===== config.mk =====
export PLATFORM = sky130hd
export DESIGN_NAME = uart_frame_format_control
export DESIGN_NICKNAME = d
export VERILOG_FILES = /design/src/frame_fmt_pkg.sv /design/src/break_field_gen.sv /design/src/parity_unit.sv /design/src/uart_frame_format_control.sv
export VERILOG_INCLUDE_DIRS = /design/src
export SDC_FILE = /design/constraint.sdc
export NUM_CORES = 1
export LEC_CHECK = 0
export ABC_AREA = 1
export BUFFER_PORTS_ARGS = -buffer_cell sky130_fd_sc_hd__buf_4
export CAP_MARGIN = 20
export CORE_UTILIZATION = 49
export DETAILED_ROUTE_END_ITERATION = 8
export GPL_ROUTABILITY_DRIVEN = 1
export GPL_TIMING_DRIVEN = 0
export PLACE_DENSITY_LB_ADDON = 0.25
export SYNTH_ARGS = -nofsm -noshare
export SYNTH_HDL_FRONTEND = slang
export SYNTH_SLANG_ARGS = --single-unit

===== constraint.sdc =====
create_clock -name core_clk -period 4.65 [get_ports core_clk]
set_input_delay 0.6975 -clock core_clk [delete_from_list [all_inputs] [get_ports core_clk]]
set_output_delay 0.6975 -clock core_clk [all_outputs]
set_load 0.05 [all_outputs]

===== src/frame_fmt_consts.svh =====
// offsets, field positions, reset values and masks of the frame format block
`ifndef FRAME_FMT_CONSTS_SVH
`define FRAME_FMT_CONSTS_SVH

`define CTRL0_OFFSET 8'h00
`define FRAME_FMT_OFFSET 8'h20
`define STATUS_OFFSET 8'h40

`define CTRL0_RESET 8'h00
`define FRAME_FMT_RESET 16'h0000
`define CTRL0_MASK 8'hE1
`define FRAME_FMT_MASK 16'hF1F7

`define CTRL0_PW 7
`define CTRL0_TXE 6
`define CTRL0_RXE 5
`define CTRL0_SLDC 0

`define FF_SLBM 15
`define FF_BLG_HI 14
`define FF_BLG_LO 12
`define FF_CLG 8
`define FF_SLP_HI 7
`define FF_SLP_LO 6
`define FF_TDL 5
`define FF_RDL 4
`define FF_SLG 2
`define FF_SLD 1
`define FF_SLIT 0

`define ST_BREAK_ACTIVE 0
`define ST_PARITY_ERR 1

`define BREAK_CODE_LONG_MAX 3'h4
`define BREAK_LEN_LONG 5'h10
`define BREAK_LEN_SHORT 5'h08

`endif


===== src/frame_fmt_pkg.sv =====
// types and shared decoding of the frame format block
package frame_fmt_pkg;
   `include "frame_fmt_consts.svh"

   typedef enum logic [1:0] {
      PAR_NONE,
      PAR_SPACE,
      PAR_ODD,
      PAR_EVEN
   } parity_mode_type;

   typedef struct packed {
      logic char8;
      parity_mode_type parity;
      logic stop_len;
      logic msb_first;
      logic irq_timing;
      logic level_inv;
   } frame_cfg_type;

   typedef enum logic {BRK_IDLE, BRK_SEND} break_state_type;

   function automatic logic [4:0] break_bits(input logic [2:0] code);
      if (code <= `BREAK_CODE_LONG_MAX) begin
         return `BREAK_LEN_LONG + {2'b00, code};
      end
      return `BREAK_LEN_SHORT + {2'b00, code};
   endfunction : break_bits
endpackage : frame_fmt_pkg


===== src/break_field_gen.sv =====
// break field generator: holds the line low for the selected bit count
`timescale 1ns/1ps
`include "frame_fmt_consts.svh"
module break_field_gen (
   input logic core_clk,
   input logic srst,
   input logic enable,
   input logic start,
   input logic bit_tick,
   input logic [2:0] length_code,
   output logic active,
   output logic done
);
   import frame_fmt_pkg::*;
   break_state_type state_reg, state_next;
   logic [4:0] count_reg, count_next;
   logic [4:0] len_reg, len_next;
   logic done_reg, done_next;

   always_comb begin
      state_next = state_reg;
      count_next = count_reg;
      len_next = len_reg;
      done_next = 1'b0;
      unique case (state_reg)
         BRK_IDLE: begin
            if (enable && start) begin
               state_next = BRK_SEND;
               count_next = 5'h00;
               len_next = break_bits(length_code);
            end
         end
         BRK_SEND: begin
            if (!enable) begin
               state_next = BRK_IDLE;
            end else if (bit_tick) begin
               if (count_reg == len_reg - 5'h01) begin
                  state_next = BRK_IDLE;
                  done_next = 1'b1;
               end else begin
                  count_next = count_reg + 5'h01;
               end
            end
         end
      endcase
   end

   always_ff @(posedge core_clk) begin
      if (srst) begin
         state_reg <= BRK_IDLE;
         count_reg <= 5'h00;
         len_reg <= 5'h00;
         done_reg <= 1'b0;
      end else begin
         state_reg <= state_next;
         count_reg <= count_next;
         len_reg <= len_next;
         done_reg <= done_next;
      end
   end

   assign active = (state_reg == BRK_SEND);
   assign done = done_reg;
endmodule : break_field_gen


===== src/parity_unit.sv =====
// parity generation for transmit and parity check for receive
`timescale 1ns/1ps
`include "frame_fmt_consts.svh"
module parity_unit (
   input logic core_clk,
   input logic srst,
   input frame_fmt_pkg::frame_cfg_type tx_cfg,
   input frame_fmt_pkg::frame_cfg_type rx_cfg,
   input logic [7:0] tx_char,
   input logic [7:0] rx_char,
   input logic rx_parity_in,
   input logic rx_char_valid,
   output logic tx_parity_bit,
   output logic rx_parity_err
);
   import frame_fmt_pkg::*;
   logic tx_par_reg, tx_par_next;
   logic rx_err_reg, rx_err_next;

   function automatic logic par_of(input frame_cfg_type cfg,
                                   input logic [7:0] data);
      logic [7:0] used;
      used = cfg.char8 ? data : {1'b0, data[6:0]};
      unique case (cfg.parity)
         PAR_NONE: return 1'b0;
         PAR_SPACE: return 1'b0;
         PAR_ODD: return ~^used;
         PAR_EVEN: return ^used;
      endcase
   endfunction : par_of

   always_comb begin
      tx_par_next = par_of(tx_cfg, tx_char);
      rx_err_next = 1'b0;
      if (rx_char_valid && (rx_cfg.parity == PAR_ODD ||
          rx_cfg.parity == PAR_EVEN)) begin
         rx_err_next = (rx_parity_in != par_of(rx_cfg, rx_char));
      end
   end

   always_ff @(posedge core_clk) begin
      if (srst) begin
         tx_par_reg <= 1'b0;
         rx_err_reg <= 1'b0;
      end else begin
         tx_par_reg <= tx_par_next;
         rx_err_reg <= rx_err_next;
      end
   end

   assign tx_parity_bit = tx_par_reg;
   assign rx_parity_err = rx_err_reg;
endmodule : parity_unit


===== src/uart_frame_format_control.sv =====
// frame format control with wishbone register slave
// Function
// - bit 15 set enables break reception during data reception, clear disables.
// - with that enabled, receive uses 8 data bits and no parity.
// - break length code 101..100 gives 13 to 20 bit times.
// - length select 0 gives 7 data bits, 1 gives 8, for transmit, and for receive while bit 15 is clear.
// - frame format register is 16-bit wide; unused bits read zero.
// - parity field selects none, space, odd checked or even checked.
// - transmit invert flips the line at once, whatever the enables.
//
// The Wishbone slave port was decided locally.
`timescale 1ns/1ps
`include "frame_fmt_consts.svh"
module uart_frame_format_control (
   input logic core_clk,
   input logic srst,
   input logic wb_cyc_i,
   input logic wb_stb_i,
   input logic wb_we_i,
   input logic [7:0] wb_adr_i,
   input logic [31:0] wb_dat_i,
   input logic [3:0] wb_sel_i,
   output logic [31:0] wb_dat_o,
   output logic wb_ack_o,
   input logic tx_serial_in,
   input logic break_start,
   input logic bit_tick,
   input logic [7:0] tx_char,
   input logic [7:0] rx_char,
   input logic rx_parity_in,
   input logic rx_char_valid,
   output logic txd,
   output frame_fmt_pkg::frame_cfg_type tx_cfg,
   output frame_fmt_pkg::frame_cfg_type rx_cfg,
   output logic [4:0] tx_break_len,
   output logic break_rx_during_data_en,
   output logic tx_parity_bit,
   output logic rx_parity_err,
   output logic break_active,
   output logic break_done,
   output logic unit_power_en,
   output logic tx_enable,
   output logic rx_enable
);
   import frame_fmt_pkg::*;

   logic [7:0] ctrl0_reg, ctrl0_next;
   logic [15:0] ffc_reg, ffc_next;
   logic [1:0] status_reg, status_next;
   logic ack_reg, ack_next;
   logic [31:0] rdata_reg, rdata_next;
   logic txd_reg, txd_next;
   frame_cfg_type tx_cfg_reg, tx_cfg_next;
   frame_cfg_type rx_cfg_reg, rx_cfg_next;
   logic [4:0] blen_reg, blen_next;
   logic req;
   logic wr_req;
   logic rd_req;
   logic tx_on;
   logic rx_on;
   logic brk_active;
   logic par_err;

   // word-aligned address match
   function automatic logic hit(input logic [7:0] adr,
                                input logic [7:0] off);
      return adr[7:2] == off[7:2];
   endfunction : hit

   // frame settings for one direction
   function automatic frame_cfg_type cfg_of(input logic [15:0] ffc,
                                            input logic rx_side);
      frame_cfg_type c;
      c.char8 = ffc[`FF_CLG];
      c.parity = parity_mode_type'(ffc[`FF_SLP_HI:`FF_SLP_LO]);
      c.stop_len = ffc[`FF_SLG];
      c.msb_first = ffc[`FF_SLD];
      c.irq_timing = ffc[`FF_SLIT];
      c.level_inv = rx_side ? ffc[`FF_RDL] : ffc[`FF_TDL];
      if (rx_side && ffc[`FF_SLBM]) begin
         c.char8 = 1'b1;
         c.parity = PAR_NONE;
      end
      return c;
   endfunction : cfg_of

   assign req = wb_cyc_i && wb_stb_i && !ack_reg;
   assign wr_req = req && wb_we_i;
   assign rd_req = req && !wb_we_i;
   assign tx_on = ctrl0_reg[`CTRL0_PW] && ctrl0_reg[`CTRL0_TXE];
   assign rx_on = ctrl0_reg[`CTRL0_PW] && ctrl0_reg[`CTRL0_RXE];

   // register writes and read data
   always_comb begin
      ctrl0_next = ctrl0_reg;
      ffc_next = ffc_reg;
      ack_next = req;
      rdata_next = rdata_reg;
      if (wr_req && hit(wb_adr_i, `CTRL0_OFFSET) && wb_sel_i[0]) begin
         ctrl0_next = wb_dat_i[7:0] & `CTRL0_MASK;
      end
      if (wr_req && hit(wb_adr_i, `FRAME_FMT_OFFSET) &&
          wb_sel_i[1:0] == 2'b11) begin
         ffc_next = wb_dat_i[15:0] & `FRAME_FMT_MASK;
      end
      if (rd_req) begin
         rdata_next = 32'h0000_0000;
         if (hit(wb_adr_i, `CTRL0_OFFSET)) begin
            rdata_next = {24'h00_0000, ctrl0_reg};
         end else if (hit(wb_adr_i, `FRAME_FMT_OFFSET)) begin
            rdata_next = {16'h0000, ffc_reg & `FRAME_FMT_MASK};
         end else if (hit(wb_adr_i, `STATUS_OFFSET)) begin
            rdata_next[1:0] = status_reg;
         end
      end
   end

   // status: break busy and sticky parity error
   always_comb begin
      status_next = status_reg;
      status_next[`ST_BREAK_ACTIVE] = brk_active;
      if (wr_req && hit(wb_adr_i, `STATUS_OFFSET) && wb_sel_i[0] &&
          wb_dat_i[`ST_PARITY_ERR]) begin
         status_next[`ST_PARITY_ERR] = 1'b0;
      end
      if (par_err) begin
         status_next[`ST_PARITY_ERR] = 1'b1;
      end
   end

   // derived frame settings
   always_comb begin
      tx_cfg_next = cfg_of(ffc_next, 1'b0);
      rx_cfg_next = cfg_of(ffc_next, 1'b1);
      blen_next = break_bits(ffc_next[`FF_BLG_HI:`FF_BLG_LO]);
   end

   // transmit line level
   always_comb begin
      txd_next = 1'b1;
      if (tx_on) begin
         txd_next = brk_active ? 1'b0 : tx_serial_in;
      end
      txd_next = txd_next ^ ffc_reg[`FF_TDL];
   end

   always_ff @(posedge core_clk) begin
      if (srst) begin
         ctrl0_reg <= `CTRL0_RESET;
         ffc_reg <= `FRAME_FMT_RESET;
         status_reg <= 2'b00;
         ack_reg <= 1'b0;
         rdata_reg <= 32'h0000_0000;
         txd_reg <= 1'b1;
         tx_cfg_reg <= '0;
         rx_cfg_reg <= '0;
         blen_reg <= `BREAK_LEN_LONG;
      end else begin
         ctrl0_reg <= ctrl0_next;
         ffc_reg <= ffc_next;
         status_reg <= status_next;
         ack_reg <= ack_next;
         rdata_reg <= rdata_next;
         txd_reg <= txd_next;
         tx_cfg_reg <= tx_cfg_next;
         rx_cfg_reg <= rx_cfg_next;
         blen_reg <= blen_next;
      end
   end

   break_field_gen u_break (
      .core_clk(core_clk),
      .srst(srst),
      .enable(tx_on),
      .start(break_start),
      .bit_tick(bit_tick),
      .length_code(ffc_reg[`FF_BLG_HI:`FF_BLG_LO]),
      .active(brk_active),
      .done(break_done)
   );

   parity_unit u_parity (
      .core_clk(core_clk),
      .srst(srst),
      .tx_cfg(tx_cfg_reg),
      .rx_cfg(rx_cfg_reg),
      .tx_char(tx_char),
      .rx_char(rx_char),
      .rx_parity_in(rx_parity_in),
      .rx_char_valid(rx_char_valid && rx_on),
      .tx_parity_bit(tx_parity_bit),
      .rx_parity_err(par_err)
   );

   assign wb_dat_o = rdata_reg;
   assign wb_ack_o = ack_reg;
   assign txd = txd_reg;
   assign tx_cfg = tx_cfg_reg;
   assign rx_cfg = rx_cfg_reg;
   assign tx_break_len = blen_reg;
   assign break_rx_during_data_en = ffc_reg[`FF_SLBM];
   assign rx_parity_err = par_err;
   assign break_active = brk_active;
   assign unit_power_en = ctrl0_reg[`CTRL0_PW];
   assign tx_enable = ctrl0_reg[`CTRL0_TXE];
   assign rx_enable = ctrl0_reg[`CTRL0_RXE];

   brk_rx_mode_a: assert property (
      @(posedge core_clk) disable iff (srst)
      wr_req && hit(wb_adr_i, `FRAME_FMT_OFFSET) && wb_sel_i[1:0] == 2'b11
      |=> break_rx_during_data_en == $past(wb_dat_i[15]))
      else $error("break receive mode bit not taken from write");

   rx_force_fmt_a: assert property (
      @(posedge core_clk) disable iff (srst)
      break_rx_during_data_en |-> rx_cfg.char8 && rx_cfg.parity == PAR_NONE)
      else $error("receive format not forced to 8 bits no parity");

   brk_len_short_a: assert property (
      @(posedge core_clk) disable iff (srst)
      ffc_reg[14:12] == 3'h5 |-> tx_break_len == 5'h0D)
      else $error("break code 101 does not give 13 bits");

   brk_len_long_a: assert property (
      @(posedge core_clk) disable iff (srst)
      ffc_reg[14:12] == 3'h4 |-> tx_break_len == 5'h14)
      else $error("break code 100 does not give 20 bits");

   char_len_a: assert property (
      @(posedge core_clk) disable iff (srst)
      tx_cfg.char8 == ffc_reg[8] &&
      (ffc_reg[15] || rx_cfg.char8 == ffc_reg[8]))
      else $error("character length does not follow select bit");

   reg_read_zero_a: assert property (
      @(posedge core_clk) disable iff (srst)
      wb_ack_o && !wb_we_i && hit(wb_adr_i, `FRAME_FMT_OFFSET)
      |-> (wb_dat_o & 32'hFFFF_0E08) == 32'h0000_0000)
      else $error("unused frame format bits read nonzero");

   bus_ack_a: assert property (
      @(posedge core_clk) disable iff (srst)
      req |=> wb_ack_o ##1 !wb_ack_o)
      else $error("wishbone ack not one cycle after request");

   parity_odd_a: assert property (
      @(posedge core_clk) disable iff (srst)
      tx_cfg.parity == PAR_ODD && tx_cfg.char8
      |=> tx_parity_bit == ~^$past(tx_char))
      else $error("odd parity bit wrong");

   parity_space_a: assert property (
      @(posedge core_clk) disable iff (srst)
      rx_char_valid && rx_cfg.parity == PAR_SPACE
      |=> !rx_parity_err)
      else $error("space parity was checked");

   tx_invert_a: assert property (
      @(posedge core_clk) disable iff (srst)
      ffc_reg[5] && !tx_on |=> !txd)
      else $error("idle line not inverted");

   brk_line_low_a: assert property (
      @(posedge core_clk) disable iff (srst)
      brk_active && tx_on |=> txd == $past(ffc_reg[`FF_TDL]))
      else $error("transmit line not low during break");

   rx_no_parity_a: assert property (
      @(posedge core_clk) disable iff (srst)
      rx_char_valid && break_rx_during_data_en |=> !rx_parity_err)
      else $error("parity checked while break receive mode on");

   parity_even_a: assert property (
      @(posedge core_clk) disable iff (srst)
      tx_cfg.parity == PAR_EVEN && tx_cfg.char8
      |=> tx_parity_bit == ^$past(tx_char))
      else $error("even parity bit wrong");

   parity_sticky_a: assert property (
      @(posedge core_clk) disable iff (srst)
      par_err |=> status_reg[`ST_PARITY_ERR])
      else $error("parity error not recorded in status");

   ffc_zero_bits_a: assert property (
      @(posedge core_clk) disable iff (srst)
      (ffc_reg & 16'h0E08) == 16'h0000)
      else $error("unused frame format bits stored");
endmodule : uart_frame_format_control


# [Yosys cells after proc, flatten, opt, wreduce, memory -nomap -nowiden]
# Cells that the tools add are included.
[classes] n_reduce_logical=34 magnitude_cmp=2 bitwise=5 add_sub_neg=6 mux=34 n_eq_ne=15
[op_table] operator="$mux 5" count=8
[op_table] operator="$mux 16" count=2
[op_table] operator="$logic_and 1x1->1" count=16
[op_table] operator="$mux 8" count=2
[op_table] operator="$reduce_xnor 8->1" count=2
[op_table] operator="$reduce_xor 8->1" count=2
[op_table] operator="$mux 1" count=14
[op_table] operator="$mux 14" count=1
[op_table] operator="$add 4x3->5 const A" count=2
[op_table] operator="$add 5x3->5 const A" count=2
[op_table] operator="$eq 2x2->1 const B" count=5
[op_table] operator="$pmux 5 s2" count=1
[op_table] operator="$reduce_or 2->1" count=4
[op_table] operator="$eq 6x4->1 const B" count=1
[op_table] operator="$eq 6x5->1 const B" count=1
[op_table] operator="$le 3x3->1 const B" count=2
[op_table] operator="$logic_not 6->1" count=1
[op_table] operator="$pmux 1 s3" count=2
[op_table] operator="$add 5x1->5 const B" count=1
[op_table] operator="$eq 5x5->1" count=1
[op_table] operator="$sub 5x1->5 const B" count=1
[op_table] operator="$eq 2x1->1 const B" count=2
[op_table] operator="$logic_not 2->1" count=2
[op_table] operator="$mux 2" count=2
[op_table] operator="13 further kinds" count=19
[totals] output_inout_bits=61 regBits=82

# [Longest topological paths before layout]
# Gate-level depths: netlist of the first run.
[logic_depth] depth_word=9 ltp_mapped=13

# [Hierarchy]
# From an unflattened synthesis of the first run, not the netlist that was laid out.
[hier_totals] hier_cells=398 hier_area_um2=2736.4
[modules_own_cells] mod="uart_frame_format_control" instances=1 cells_each=221 area_per_inst_um2=1695.4
[modules_own_cells] mod="break_field_gen" instances=1 cells_each=116 area_per_inst_um2=721.9
[modules_own_cells] mod="parity_unit" instances=1 cells_each=61 area_per_inst_um2=319.1

# [Worst setup path after synthesis of the first run]
# Ideal clock, no wire load.
[synth_timing] path_type="input-to-reg" from="input wb_adr_i[3]" to="register blen_reg[4] (netlist: tx_break_len[4])" path_buffers=1 arrival_time_ps=1573 setup_ps=125 path_stages=9 slack_ps=2952 t_required_ps=4525 cell_sequence="nor2_1 -> nand4_2 -> inv_2 -> nand3_2 -> clkinv_2 -> buf_6 -> nor2_1 -> nor2_2 -> o21ai_2"
[synth_between] elab_chain_cells=7 elab_cells_between_ends=10 classes_between="add/sub: 2; order compare: 1; eq/ne: 1; mux: 4; reduce/logical: 2"
[synth_lines] item="start: declaration" line_no="uart_frame_format_control.sv:20" source="input logic [7:0] wb_adr_i,"
[synth_lines] item="$eq 6x4->1 *" line_no="uart_frame_format_control.sv:67" source="return adr[7:2] == off[7:2];"
[synth_lines] item="$logic_and 1x1->1 * (2 in series)" line_no="uart_frame_format_control.sv:102" source="if (wr_req && hit(wb_adr_i, `FRAME_FMT_OFFSET) &&"
[synth_lines] item="$mux 16 *" line_no="uart_frame_format_control.sv:102"
[synth_lines] item="$add 5x3->5 (no line) / $le 3x3->1 (equally long branches)"
[synth_lines] item="$mux 5 / $mux 1 (equally long branches)" line_no="frame_fmt_pkg.sv:24" source="if (code <= `BREAK_CODE_LONG_MAX) begin"
[synth_lines] item="$mux 5 *" line_no="frame_fmt_pkg.sv:27" source="return `BREAK_LEN_SHORT + {2'b00, code};"
[synth_lines] item="end signal: assignment" line_no="uart_frame_format_control.sv:157" source="blen_reg <= `BREAK_LEN_LONG;"
[synth_lines] item="end signal: assignment" line_no="uart_frame_format_control.sv:167" source="blen_reg <= blen_next;"
[synth_lines] item="end: declaration" line_no="uart_frame_format_control.sv:55" source="logic [4:0] blen_reg, blen_next;"
# Mark *: on every way between the ends. The rest lies on a longest branch, timed or not. The select of a mux whose other input is x is not followed.
# A chain may end at the register's enable or synchronous reset.

# [Worst setup path after layout of the first run]
[layout_timing] from="register u_break.len_reg[0]" to="register u_break.count_reg[2]"
[layout_between] elab_chain_cells=4
[layout_lines] item="start: declaration" line_no="break_field_gen.sv:17" source="logic [4:0] len_reg, len_next;"
[layout_lines] item="start signal: assignment" line_no="break_field_gen.sv:57" source="len_reg <= len_next;"
[layout_lines] item="$sub 5x1->5" line_no="break_field_gen.sv:37" source="if (count_reg == len_reg - 5'h01) begin"
[layout_lines] item="$eq 5x5->1" line_no="break_field_gen.sv:37"
[layout_lines] item="$ne 2x2->1 (no line)"
[layout_lines] item="$reduce_and 4->1 (no line)"
[layout_lines] item="end signal: assignment" line_no="break_field_gen.sv:56" source="count_reg <= count_next;"
[layout_lines] item="end: declaration" line_no="break_field_gen.sv:16" source="logic [4:0] count_reg, count_next;"
# No other way between the ends.

==> results of run 1 <==
==> routing by layer <==
layer,vias to the layer above,global-route usage (%)
li1,1328,-
met3,5,7.046
met2,96,42.02
met5,-,0
met1,1135,27.72
met4,0,7.051
==> through the flow <==
step	util [%]	setup WS (ns)
after floorplan	-	2.952
after global placement	69.08	2.658
after detailed placement	69.08	2.638
after CTS	70.92	2.925
after global routing	70.92	2.734
final	70.92	2.934
==> synthesized netlist by cell type, drive strengths merged (2+ instances only) <==
cell type  number  area share [%]
nand2          87              13
nor2           53             8.0
dfxtp          51              40
inv            42             6.2
buf            26             7.6
a21oi          23             4.5
nand3          23             4.7
o21ai          22             4.6
xnor2           8             2.7
clkbuf          5            0.74
xor2            5             1.7
o211ai          3            0.88
and2            2            0.49
ha              2            0.98
nand4           2            0.74
or2             2            0.49
==> critical path, stage by stage (launching register included) <==
cell	delay, ns
dfxtp_1	0.36
inv_1	0.09
ha_1	0.31
inv_1	0.04
nand2_1	0.05
nand2_1	0.04
nor2_1	0.09
nand2_1	0.06
nor2_1	0.08
nand2_1	0.11
nand2_2	0.14
nand2_2	0.10
nand2_1	0.07
a21oi_1	0.05
==> worst paths after layout <==
check / end / cells after the start / startpoint
worst min register to register: status_reg[1] / 2 / u_parity.rx_parity_err
worst max register to register: u_break.count_reg[2] / 13 / u_break.len_reg[0]
worst max-delay path: u_break.count_reg[2] / 13 / u_break.len_reg[0]
worst min-delay path: status_reg[1] / 2 / u_parity.rx_parity_err
==> power by group through the flow <==
stage               clock, W  combinational, W  sequential, W
floorplan                  0         0.0000800       0.000457
global placement           0          0.000128       0.000450
detailed placement         0          0.000130       0.000450
CTS                 0.000256          0.000131       0.000440
global route        0.000275          0.000141       0.000440
finish              0.000253          0.000131       0.000440
==> kinds of logic after synthesis <==
kind of cell / Yosys count
AO/OA/AOI/OAI: 53
adder cells (fa/ha/maj): 2
other: 1
buffers and inverters: 74
flip-flops: 51
XOR/XNOR: 13
AND/OR/NAND/NOR: 172
==> area by class of cell <==
cell class,instances,share of cell area (%)
Multi-Input combinational cell,260,35.59
Sequential cell,51,29.69
Timing Repair Buffer,86,18.78
Buffer,31,6.186
Inverter,43,4.731
Tap cell,67,2.438
Clock buffer,5,2.001
Clock inverter,3,0.5822
==> metrics.txt, run 1 <==
# TYPE chip_impl_metric gauge
chip_impl_metric{name="regToRegSetupSlack",unit="ns"} 2.93
chip_impl_metric{name="post_route_cells_drive_above_1_share",unit="%"} 27.56
chip_impl_metric{name="cts.reportedPaths.clkPinSlew",unit="ns"} 0.09
chip_impl_metric{name="clock_insertion_delay_worst_skew",unit="ns"} 0.30
chip_impl_metric{name="cts_buffers",unit=""} 5
chip_impl_metric{name="wirelength",unit="mm"} 6.080
chip_impl_metric{name="die-height",unit="um"} 74.12
chip_impl_metric{name="synthToLayoutAreaGrowth",unit="%"} 34.90
chip_impl_metric{name="p_clk_share",unit="%"} 30.7
chip_impl_metric{name="gr-total-overflow",unit=""} 0
chip_impl_metric{name="via_per_inst",unit=""} 4.696
chip_impl_metric{name="insertedDiodeCount",unit=""} 0
chip_impl_metric{name="netSwitchingFraction",unit="%"} 27.67
chip_impl_info{name="most-common-layout-cells",value="buf_4 (109), nand2_1 (85), nor2_1 (51), dfxtp_1 (51), inv_1 (41)"} 1
chip_impl_metric{name="multiplexer_share_of_the_synthesized_area",unit="%"} 0
chip_impl_metric{name="worst_tran_pin_value",unit="ns"} 0.5467
chip_impl_info{name="most_common_cell_after_layout_fill_and_taps_aside",value="buf_4"} 1
chip_impl_metric{name="synth-edff-count",unit=""} 0
chip_impl_info{name="start_kind",value="flip-flop"} 1
chip_impl_metric{name="synth-seq-area-share",unit="%"} 40.06
chip_impl_metric{name="final.period_utilization",unit="%"} 36.91
chip_impl_info{name="cts_tree",value="built"} 1
chip_impl_metric{name="setup_viol",unit=""} 0
chip_impl_metric{name="dieArea",unit="sq mm"} 0.005494
chip_impl_info{name="grt_setup_unrepaired",value="no"} 1
chip_impl_info{name="highest_layer",value="met4"} 1
chip_impl_metric{name="synth-adder-area-share",unit="%"} 0.9818
chip_impl_metric{name="total_switching_power",unit="W"} 0.0002279
chip_impl_info{name="setup.worst_path.end_class",value="flip-flop"} 1
chip_impl_metric{name="p_comb_share",unit="%"} 15.9
chip_impl_info{name="cts_root_buffer",value="clkbuf_8"} 1
chip_impl_metric{name="async_flop_share",unit="%"} 0
chip_impl_metric{name="grt_use_total",unit="%"} 23.78
chip_impl_metric{name="synth_seq_cells",unit=""} 51
chip_impl_metric{name="cap_violations",unit=""} 0
chip_impl_metric{name="drv_slew",unit=""} 0
chip_impl_metric{name="placed_cells_incl_taps",unit=""} 538
chip_impl_metric{name="syn-instance-count",unit=""} 366
chip_impl_metric{name="grt_first_pass_wirelength",unit="mm"} 10.01
chip_impl_metric{name="report.final.hold_viol_count",unit=""} 0
chip_impl_metric{name="vias",unit=""} 2564
chip_impl_info{name="synth_top_family_by_area",value="simple AND/OR/NAND/NOR gates"} 1
chip_impl_metric{name="layoutNonFillerInstCount",unit=""} 546
chip_impl_metric{name="clock_tree.buffer_depth",unit=""} 2
chip_impl_metric{name="ys_types",unit=""} 35
chip_impl_metric{name="cts_num_sinks",unit=""} 51
chip_impl_metric{name="fin_area",unit="sq mm"} 0.003438
chip_impl_metric{name="multi_input_area",unit="sq mm"} 0.001224
chip_impl_metric{name="dp_hpwl",unit="mm"} 4.802
chip_impl_metric{name="max_freq",unit="GHz"} 0.5826
chip_impl_metric{name="post-layout-total-power",unit="W"} 0.0008237
chip_impl_metric{name="synthSimpleGateAreaFrac",unit="%"} 28.23
chip_impl_metric{name="met3_wire_length",unit="um"} 526
chip_impl_metric{name="setup_tns",unit="ns"} 0
chip_impl_metric{name="rows",unit=""} 25
chip_impl_info{name="hold_path_class",value="flip-flop to flip-flop"} 1
chip_impl_metric{name="fillCellCount",unit=""} 436
chip_impl_metric{name="syn-cell-area",unit="sq mm"} 0.002549
chip_impl_metric{name="grt_max_degree",unit=""} 17
chip_impl_metric{name="worst-endpoint-arrival",unit="ns"} 1.89
chip_impl_metric{name="worst_ir_drop_on_vdd",unit="mV"} 0.1828
chip_impl_metric{name="wl_met2",unit="mm"} 2.973
chip_impl_metric{name="placeableCoreArea",unit="sq mm"} 0.004848
chip_impl_info{name="status",value="complete, no violations"} 1
chip_impl_metric{name="hold_ws",unit="ns"} 0.4683
chip_impl_metric{name="drt_drc_violations_left",unit=""} 0
chip_impl_metric{name="via_count_of_the_first_global_routing_pass",unit=""} 2285
chip_impl_metric{name="power.static_leakage",unit="nW"} 1.709
chip_impl_metric{name="postSynthAreaPerCell",unit="sq um"} 6.964
chip_impl_metric{name="register_area",unit="sq mm"} 0.001021
chip_impl_metric{name="synth_xor_area_share",unit="%"} 4.467
chip_impl_metric{name="yosys_warning_total",unit=""} 0
chip_impl_metric{name="gpl.final_weighted_congestion",unit=""} 0.8433
chip_impl_metric{name="period_minus_slack",unit="ns"} 1.716
chip_impl_metric{name="critPathRequiredTime",unit="ns"} 4.83
chip_impl_metric{name="htree_num_levels",unit=""} 2
chip_impl_metric{name="synth-compound-area-share",unit="%"} 11.39
chip_impl_metric{name="antenna_found_initial",unit=""} 0
chip_impl_metric{name="dieWidth",unit="um"} 74.12
chip_impl_metric{name="cts.hold.buffers_added",unit=""} 0
chip_impl_info{name="main_synth_ff_type",value="dfxtp_1"} 1
chip_impl_metric{name="p_int",unit="W"} 0.0005958
chip_impl_metric{name="worst_clock_skew",unit="ns"} 0.002110
chip_impl_metric{name="power_per_cell_area",unit="mW/mm^2"} 239.6
chip_impl_metric{name="share_seq_of_total_power",unit="%"} 53.4
chip_impl_metric{name="io_pins",unit=""} 131
chip_impl_metric{name="dr.pass1.iters",unit=""} 4
chip_impl_metric{name="cts_repair_resized_insts",unit=""} 0
chip_impl_metric{name="initial_core_utilization",unit="%"} 52.57
chip_impl_metric{name="count_of_routing_violations_after_the_opening_detailed_route_iteration",unit=""} 138
chip_impl_metric{name="cts_setup_buffers",unit=""} 0
chip_impl_metric{name="wl_met1",unit="mm"} 2.527
chip_impl_metric{name="avgRoutedWirePerCell",unit="um"} 11.14
chip_impl_metric{name="net_total_in_the_final_layout",unit=""} 550
chip_impl_metric{name="crit_path_max_fanout",unit=""} 6
chip_impl_metric{name="relSlewSlack",unit="%"} 63.42
chip_impl_info{name="timing_worst_setup_path_type",value="flip-flop to flip-flop"} 1
chip_impl_metric{name="detail-route-antenna-nets",unit=""} 0
chip_impl_metric{name="port_buffers",unit=""} 86
chip_impl_metric{name="place_area",unit="sq mm"} 0.003349
Note: power is estimated with default switching activity, not from simulation.
==> run 2, diff against run 1 <==
Settings changed: ABC_AREA 1 to 0, CORE_UTILIZATION 49 to 40.
Clock period 4.65 ns to 1.5 ns, I/O delays scaled along.
==> metrics.txt, run 2 <==
# TYPE chip_impl_metric gauge
chip_impl_info{name="post-synth-top-count-cell",value="dfxtp_1"} 1
chip_impl_metric{name="p_comb_share",unit="%"} 16.4
chip_impl_metric{name="grt_use_total",unit="%"} 20.38
chip_impl_metric{name="net_total_in_the_final_layout",unit=""} 484
chip_impl_info{name="status",value="finished, violations left"} 1
chip_impl_metric{name="postSynthAreaPerCell",unit="sq um"} 8.550
chip_impl_metric{name="port_buffers",unit=""} 86
chip_impl_metric{name="avgRoutedWirePerCell",unit="um"} 13.80
chip_impl_metric{name="synth-edff-count",unit=""} 0
chip_impl_metric{name="report.final.hold_viol_count",unit=""} 0
chip_impl_info{name="cpMaxStageDelayCell",value="or4_1"} 1
chip_impl_info{name="synth.cells.most_frequent",value="dfxtp_1 (51), nand2_1 (40), nor2_1 (29)"} 1
chip_impl_metric{name="via_per_inst",unit=""} 4.898
chip_impl_metric{name="crit_path_max_fanout",unit=""} 5
chip_impl_metric{name="drv_slew",unit=""} 0
chip_impl_metric{name="setup_viol",unit=""} 23
chip_impl_metric{name="post-layout-total-power",unit="W"} 0.002601
chip_impl_metric{name="syn-cell-area",unit="sq mm"} 0.002462
chip_impl_info{name="synth_top_area_cell",value="dfxtp_1"} 1
chip_impl_info{name="timing_worst_setup_path_type",value="flip-flop to flip-flop"} 1
chip_impl_metric{name="worst_path_largest_cell_delay",unit="ns"} 0.47
chip_impl_metric{name="postLayoutSetupSlackWorst",unit="ns"} -0.2982
chip_impl_metric{name="relSlewSlack",unit="%"} 45.76
chip_impl_metric{name="insertedDiodeCount",unit=""} 0
chip_impl_metric{name="worst-endpoint-arrival",unit="ns"} 2.04
chip_impl_metric{name="power.static_leakage",unit="nW"} 1.638
chip_impl_metric{name="fillCellCount",unit=""} 508
chip_impl_metric{name="cap_violations",unit=""} 0
chip_impl_metric{name="p_clk_share",unit="%"} 31.6
chip_impl_metric{name="die-height",unit="um"} 80.46
chip_impl_metric{name="dp_hpwl",unit="mm"} 4.755
chip_impl_info{name="netlist_top_cells_area",value="dfxtp_1 (41%), buf_4 (7.3%), nand2_1 (6.1%)"} 1
chip_impl_metric{name="post_route_cells_drive_above_1_share",unit="%"} 48.91
chip_impl_metric{name="multiplexer_share_of_the_synthesized_area",unit="%"} 3.811
chip_impl_metric{name="synth-adder-area-share",unit="%"} 1.016
chip_impl_metric{name="syn-instance-count",unit=""} 288
chip_impl_metric{name="synth-compound-area-share",unit="%"} 12.65
chip_impl_metric{name="hold_depth",unit=""} 2
chip_impl_info{name="hold_path_end",value="status_reg[0]"} 1
chip_impl_info{name="hold_path_class",value="input port to flip-flop"} 1
chip_impl_metric{name="share_seq_of_total_power",unit="%"} 52.0
chip_impl_info{name="cts_root_buffer",value="clkbuf_8"} 1
chip_impl_info{name="regToRegEndpoint",value="u_break.count_reg[3]"} 1
chip_impl_metric{name="placed_cells_incl_taps",unit=""} 468
chip_impl_metric{name="reg2regPathDepth",unit=""} 8
chip_impl_metric{name="yosys_warning_total",unit=""} 0
chip_impl_metric{name="max_freq",unit="GHz"} 0.5561
chip_impl_metric{name="cts_num_sinks",unit=""} 51
chip_impl_info{name="most_common_cell_after_layout_fill_and_taps_aside",value="buf_4"} 1
chip_impl_metric{name="final.period_utilization",unit="%"} 119.9
chip_impl_metric{name="synth_xor_area_share",unit="%"} 8.181
chip_impl_metric{name="cts.reportedPaths.clkPinSlew",unit="ns"} 0.09
chip_impl_metric{name="netSwitchingFraction",unit="%"} 26.61
chip_impl_metric{name="gr-total-overflow",unit=""} 0
chip_impl_info{name="start_kind",value="flip-flop"} 1
chip_impl_metric{name="regToRegSetupSlack",unit="ns"} -0.30
chip_impl_info{name="cts_tree",value="built"} 1
chip_impl_metric{name="hold_ws",unit="ns"} 0.1246
chip_impl_metric{name="cts_buffers",unit=""} 5
chip_impl_metric{name="power_per_cell_area",unit="mW/mm^2"} 681.2
chip_impl_metric{name="post_synth_top_area_share",unit="%"} 41.46
chip_impl_metric{name="antenna_found_initial",unit=""} 0
chip_impl_metric{name="clock_tree.buffer_depth",unit=""} 2
chip_impl_metric{name="worst_tran_pin_value",unit="ns"} 0.8136
chip_impl_metric{name="detail-route-antenna-nets",unit=""} 0
chip_impl_info{name="setup.worst_path.end_class",value="flip-flop"} 1
chip_impl_info{name="main_synth_ff_type",value="dfxtp_1"} 1
chip_impl_metric{name="total_switching_power",unit="W"} 0.0006923
chip_impl_info{name="cp_cell_sequence",value="inv_2 -> ha_4 -> and4bb_1 -> o211ai_2 -> a311oi_2 -> buf_4 -> or4_1 -> a21oi_1"} 1
chip_impl_metric{name="dieWidth",unit="um"} 80.46
chip_impl_metric{name="placeableCoreArea",unit="sq mm"} 0.005921
chip_impl_info{name="min_from",value="srst"} 1
chip_impl_metric{name="synthSimpleGateAreaFrac",unit="%"} 23.02
chip_impl_metric{name="count_of_routing_violations_after_the_opening_detailed_route_iteration",unit=""} 188
chip_impl_metric{name="drt_drc_violations_left",unit=""} 0
chip_impl_metric{name="via_count_of_the_first_global_routing_pass",unit=""} 2054
chip_impl_metric{name="grt_first_pass_wirelength",unit="mm"} 10.07
chip_impl_metric{name="critPathRequiredTime",unit="ns"} 1.74
chip_impl_metric{name="setup_tns",unit="ns"} -2.397
chip_impl_metric{name="ys_types",unit=""} 42
chip_impl_metric{name="period_minus_slack",unit="ns"} 1.798
chip_impl_metric{name="synthToLayoutAreaGrowth",unit="%"} 55.08
chip_impl_metric{name="io_pins",unit=""} 131
chip_impl_metric{name="layoutNonFillerInstCount",unit=""} 488
chip_impl_metric{name="rows",unit=""} 28
chip_impl_metric{name="worst_clock_skew",unit="ns"} 0.01322
chip_impl_metric{name="vias",unit=""} 2390
chip_impl_info{name="violations",value="negative setup slack"} 1
chip_impl_info{name="most-common-layout-cells",value="buf_4 (118), dfxtp_1 (45), nand2_1 (29), nor2_1 (23), conb_1 (20)"} 1
chip_impl_metric{name="grt_max_degree",unit=""} 16
chip_impl_metric{name="worst_ir_drop_on_vdd",unit="mV"} 0.4517
chip_impl_metric{name="multi_input_area",unit="sq mm"} 0.001519
chip_impl_metric{name="initial_core_utilization",unit="%"} 41.59
chip_impl_metric{name="synth_seq_cells",unit=""} 51
chip_impl_metric{name="register_area",unit="sq mm"} 0.001031
chip_impl_info{name="crit-reg2reg-launch",value="u_break.len_reg[0]"} 1
chip_impl_metric{name="gpl.final_weighted_congestion",unit=""} 0.7636
chip_impl_metric{name="dieArea",unit="sq mm"} 0.006474
chip_impl_metric{name="wirelength",unit="mm"} 6.735
chip_impl_metric{name="htree_num_levels",unit=""} 2
chip_impl_metric{name="p_int",unit="W"} 0.001909
chip_impl_info{name="grt_setup_unrepaired",value="yes"} 1
chip_impl_metric{name="clock_insertion_delay_worst_skew",unit="ns"} 0.31
chip_impl_info{name="synth_top_family_by_area",value="simple AND/OR/NAND/NOR gates"} 1
chip_impl_metric{name="dr.pass1.iters",unit=""} 4
chip_impl_metric{name="async_flop_share",unit="%"} 0
chip_impl_metric{name="synth-seq-area-share",unit="%"} 41.46
## run 2: changes by cell type after synthesis, moves of 12 or more
cell     before  now
a22oi_1       0   12
inv_1        41    4
nand2_1      85   40
nand3_1      22    3
nor2_1       51   29
o21ai_0      17    5
## run 2: through the flow
stage / worst slack [ns] / cell area, sq um / utilization (%)
floorplan: -0.1979 / 2585 / -
global placement: -0.3210 / 3324 / 56.15
detailed placement: -0.3398 / 3324 / 56.15
CTS: -0.3009 / 3625 / 61.22
global route: -0.4062 / 3819 / 64.50
finish: -0.2982 / 3819 / 64.50
## run 2: how the worst max path moves through the flow
stage,from,endpoint,depth (start not counted)
floorplan,u_break.len_reg[0],u_break.count_reg[3],8
global placement,wb_adr_i[4],ctrl0_reg[7],7
detailed placement,wb_adr_i[4],ctrl0_reg[7],7
CTS,u_break.len_reg[0],u_break.count_reg[3],8
global route,u_break.len_reg[0],u_break.count_reg[3],8
finish,u_break.len_reg[0],u_break.count_reg[3],8
## run 2: final cells by class
class | instances | share of cell area, %
multi-input combinational | 217 | 39.78
sequential | 51 | 27.00
timing repair buffer | 99 | 20.64
buffer | 34 | 7.339
tap | 75 | 2.457
clock buffer | 7 | 2.261
inverter | 4 | 0.3932
clock inverter | 1 | 0.1311
## run 2: power groups by stage
stage	clock network, W	logic [W]	registers (W)
finish	0.000822	0.000426	0.00135
global route	0.000890	0.000452	0.00135
floorplan	0	0.000262	0.00139
global placement	0	0.000401	0.00139
detailed placement	0	0.000403	0.00139
CTS	0.000827	0.000410	0.00135
## run 2: critical path, delay by kind of cell, from the launching register on
family	cells	cell delay [ns]
AND/OR/NAND/NOR	2	0.66
flip-flops	1	0.36
buffers and inverters	2	0.23
adder cells (fa/ha/maj)	1	0.15
AO/OA/AOI/OAI	3	0.34
## run 2: per-layer routing
| metal | routed length [um] | share of wire (%) | up-vias | GRT usage [%] |
|---|---|---|---|---|
| met4 | 57 | 0.85 | 0 | 4.286 |
| met1 | 2897 | 43 | 1110 | 26.79 |
| met2 | 3296 | 49 | 90 | 33.90 |
| met3 | 483 | 7.2 | 6 | 4.545 |
| li1 | - | - | 1184 | - |
| met5 | 0 | 0 | - | 0 |
## run 2: cell families (layout without fill, tap and decap cells)
group                      after synthesis  count (layout)
AOI/OAI and AO/OA                       50              50
xor gates and xnor gates                23              23
buffers and inverters                   39             145
DFF                                     51              51
other                                    1              20
adders and majority gates                2               2
muxes                                    9               9
and+or+nand+nor                        113             113
## run 2: what timing repair did
action	4_1_cts	5_1_grt
gates cloned	2	1
setup buffers	8	3
hold buffers	0	0
pin swaps	31	26
endpoints found under the setup margin	31	42
resized for setup	27	47
==> run 3, diff against run 2 <==
Settings changed: PLACE_DENSITY_LB_ADDON 0.25 to 0.1.
==> metrics.txt, run 3 (synthesis gave the netlist of run 2 again) <==
# TYPE chip_impl_metric gauge
chip_impl_info{name="most-common-layout-cells",value="buf_4 (119), dfxtp_1 (45), nor2_1 (23), nand2_1 (21), conb_1 (20)"} 1
chip_impl_info{name="regToRegEndpoint",value="u_break.active"} 1
chip_impl_metric{name="die-height",unit="um"} 80.46
chip_impl_metric{name="max_freq",unit="GHz"} 0.5611
chip_impl_info{name="start_kind",value="flip-flop"} 1
chip_impl_metric{name="cts.hold.buffers_added",unit=""} 0
chip_impl_metric{name="via_count_of_the_first_global_routing_pass",unit=""} 2268
chip_impl_metric{name="grt_use_total",unit="%"} 21.80
chip_impl_metric{name="avgRoutedWirePerCell",unit="um"} 14.32
chip_impl_info{name="cts_root_buffer",value="clkbuf_8"} 1
chip_impl_metric{name="worst_tran_pin_value",unit="ns"} 0.7604
chip_impl_metric{name="post_route_cells_drive_above_1_share",unit="%"} 50.24
chip_impl_info{name="grt_setup_unrepaired",value="yes"} 1
chip_impl_metric{name="relSlewSlack",unit="%"} 49.31
chip_impl_metric{name="antenna_found_initial",unit=""} 0
chip_impl_metric{name="initial_core_utilization",unit="%"} 41.59
chip_impl_metric{name="dr.pass1.iters",unit=""} 4
chip_impl_metric{name="via_per_inst",unit=""} 4.982
chip_impl_metric{name="post-layout-total-power",unit="W"} 0.002661
chip_impl_info{name="critical_path.startpoint",value="u_break.len_reg[0]"} 1
chip_impl_metric{name="detail-route-antenna-nets",unit=""} 0
chip_impl_metric{name="io_pins",unit=""} 131
chip_impl_metric{name="drt_drc_violations_left",unit=""} 0
chip_impl_info{name="cts_tree",value="built"} 1
chip_impl_info{name="timing_worst_setup_path_type",value="flip-flop to flip-flop"} 1
chip_impl_metric{name="cts_buffers",unit=""} 5
chip_impl_metric{name="cts_num_sinks",unit=""} 51
chip_impl_info{name="cp_cell_sequence",value="inv_2 -> ha_4 -> or3_1 -> a311oi_2 -> buf_4 -> a31o_4 -> nor3_2"} 1
chip_impl_metric{name="clock_insertion_delay_worst_skew",unit="ns"} 0.31
chip_impl_metric{name="cap_violations",unit=""} 0
chip_impl_metric{name="dp_hpwl",unit="mm"} 4.764
chip_impl_metric{name="net_total_in_the_final_layout",unit=""} 487
chip_impl_metric{name="crit_path_max_fanout",unit=""} 5
chip_impl_info{name="most_common_cell_after_layout_fill_and_taps_aside",value="buf_4"} 1
chip_impl_info{name="violations",value="negative setup slack"} 1
chip_impl_info{name="crit_end",value="u_break.active"} 1
chip_impl_metric{name="dieArea",unit="sq mm"} 0.006474
chip_impl_metric{name="grt_first_pass_wirelength",unit="mm"} 10.68
chip_impl_metric{name="port_buffers",unit=""} 86
chip_impl_metric{name="postLayoutSetupSlackWorst",unit="ns"} -0.2822
chip_impl_metric{name="drv_slew",unit=""} 0
chip_impl_metric{name="cts.reportedPaths.clkPinSlew",unit="ns"} 0.09
chip_impl_metric{name="final.period_utilization",unit="%"} 118.8
chip_impl_metric{name="grt_max_degree",unit=""} 16
chip_impl_metric{name="gr-total-overflow",unit=""} 0
chip_impl_metric{name="htree_num_levels",unit=""} 2
chip_impl_metric{name="dp_slack",unit="ns"} -0.3293
chip_impl_metric{name="period_minus_slack",unit="ns"} 1.782
chip_impl_metric{name="critPathRequiredTime",unit="ns"} 1.67
chip_impl_metric{name="power_per_cell_area",unit="mW/mm^2"} 679.3
chip_impl_metric{name="wirelength",unit="mm"} 7.031
chip_impl_info{name="min_from",value="srst"} 1
chip_impl_metric{name="worst-endpoint-arrival",unit="ns"} 1.95
chip_impl_info{name="crit-reg2reg-launch",value="u_break.len_reg[0]"} 1
chip_impl_metric{name="sum_of_buffers_and_inverters_on_the_critical_path",unit=""} 2
chip_impl_metric{name="fillCellCount",unit=""} 514
chip_impl_metric{name="setup_viol",unit=""} 25
chip_impl_metric{name="clock_tree.buffer_depth",unit=""} 2
chip_impl_metric{name="stages_on_worst_setup_path",unit=""} 7
chip_impl_metric{name="worst_clock_skew",unit="ns"} 0.007662
chip_impl_metric{name="worst_ir_drop_on_vdd",unit="mV"} 0.4926
chip_impl_metric{name="power.static_leakage",unit="nW"} 1.652
chip_impl_metric{name="gpl.final_weighted_congestion",unit=""} 0.8147
chip_impl_metric{name="count_of_routing_violations_after_the_opening_detailed_route_iteration",unit=""} 85
chip_impl_metric{name="report.final.hold_viol_count",unit=""} 0
chip_impl_metric{name="reg2regPathDepth",unit=""} 7
chip_impl_metric{name="dieWidth",unit="um"} 80.46
chip_impl_info{name="status",value="finished, violations left"} 1
chip_impl_metric{name="insertedDiodeCount",unit=""} 0
chip_impl_info{name="setup.worst_path.end_class",value="flip-flop"} 1
chip_impl_metric{name="regToRegSetupSlack",unit="ns"} -0.28
chip_impl_metric{name="rows",unit=""} 28
chip_impl_info{name="hold_path_class",value="input port to flip-flop"} 1
chip_impl_metric{name="worst_path_largest_cell_delay",unit="ns"} 0.37
chip_impl_info{name="cpLargestDelayFamily",value="compound AO/OA/AOI/OAI gates"} 1
chip_impl_metric{name="vias",unit=""} 2446
chip_impl_metric{name="synthToLayoutAreaGrowth",unit="%"} 59.10
chip_impl_info{name="cpMaxStageDelayCell",value="a311oi_2"} 1
chip_impl_metric{name="placeableCoreArea",unit="sq mm"} 0.005921
-- run 3: cell type report --
class	count	area, sq um	share of cell area, %
Timing Repair Buffer	102	823.3	21.02
Tap cell	75	93.84	2.395
Sequential cell	51	1036	26.45
Buffer	34	287.8	7.346
Multi-Input combinational cell	217	1558	39.76
Clock inverter	1	7.507	0.1916
Clock buffer	7	96.34	2.459
Inverter	4	15.01	0.3833
-- run 3: how the worst min path moves through the flow --
stage | slack [ns] | to | cells past startpoint
after floorplan | 0.30 | status_reg[0] | 1
after global placement | 0.44 | status_reg[0] | 2
after detailed placement | 0.44 | status_reg[0] | 2
after CTS | 0.11 | status_reg[0] | 2
after global routing | 0.13 | status_reg[0] | 2
final | 0.13 | status_reg[0] | 2
-- run 3: timing repair --
action / in CTS / in global routing
setup buffers: 10 / 3
setup endpoints to repair: 38 / 36
cloned: 2 / 2
pin swaps: 33 / 33
resized for setup: 38 / 54
-- run 3: power by group --
| part | leakage (nW) | internal, W | switching [W] |
|---|---|---|---|
| Combinational | 1.19 | 0.000188 | 0.000241 |
| Sequential | 0.415 | 0.00135 | 0.000000875 |
| Clock | 0.0505 | 0.000420 | 0.000462 |
| Total | 1.65 | 0.00196 | 0.000704 |
-- run 3: routing by layer --
| metal | track usage (%) | up-vias | part of all wire [%] |
|---|---|---|---|
| met5 | 0 | - | 0 |
| met4 | 6.964 | 0 | 1.2 |
| met3 | 4.205 | 9 | 4.4 |
| met2 | 39.58 | 67 | 53 |
| met1 | 25.40 | 1169 | 42 |
| li1 | - | 1201 | - |
-- run 3: metrics by stage --
stage	area, sq um	hold WS [ns]	instances	util (%)	TNS [ns]
after detailed placement	3324	0.4424	468	56.15	-7.089
after CTS	3689	0.1122	487	62.30	-1.872
after global routing	3918	0.1297	491	66.17	-5.757
after global placement	3324	0.4368	468	56.15	-6.501
after floorplan	2585	0.2992	307	-	-1.219
final	3918	0.1261	491	66.17	-2.850
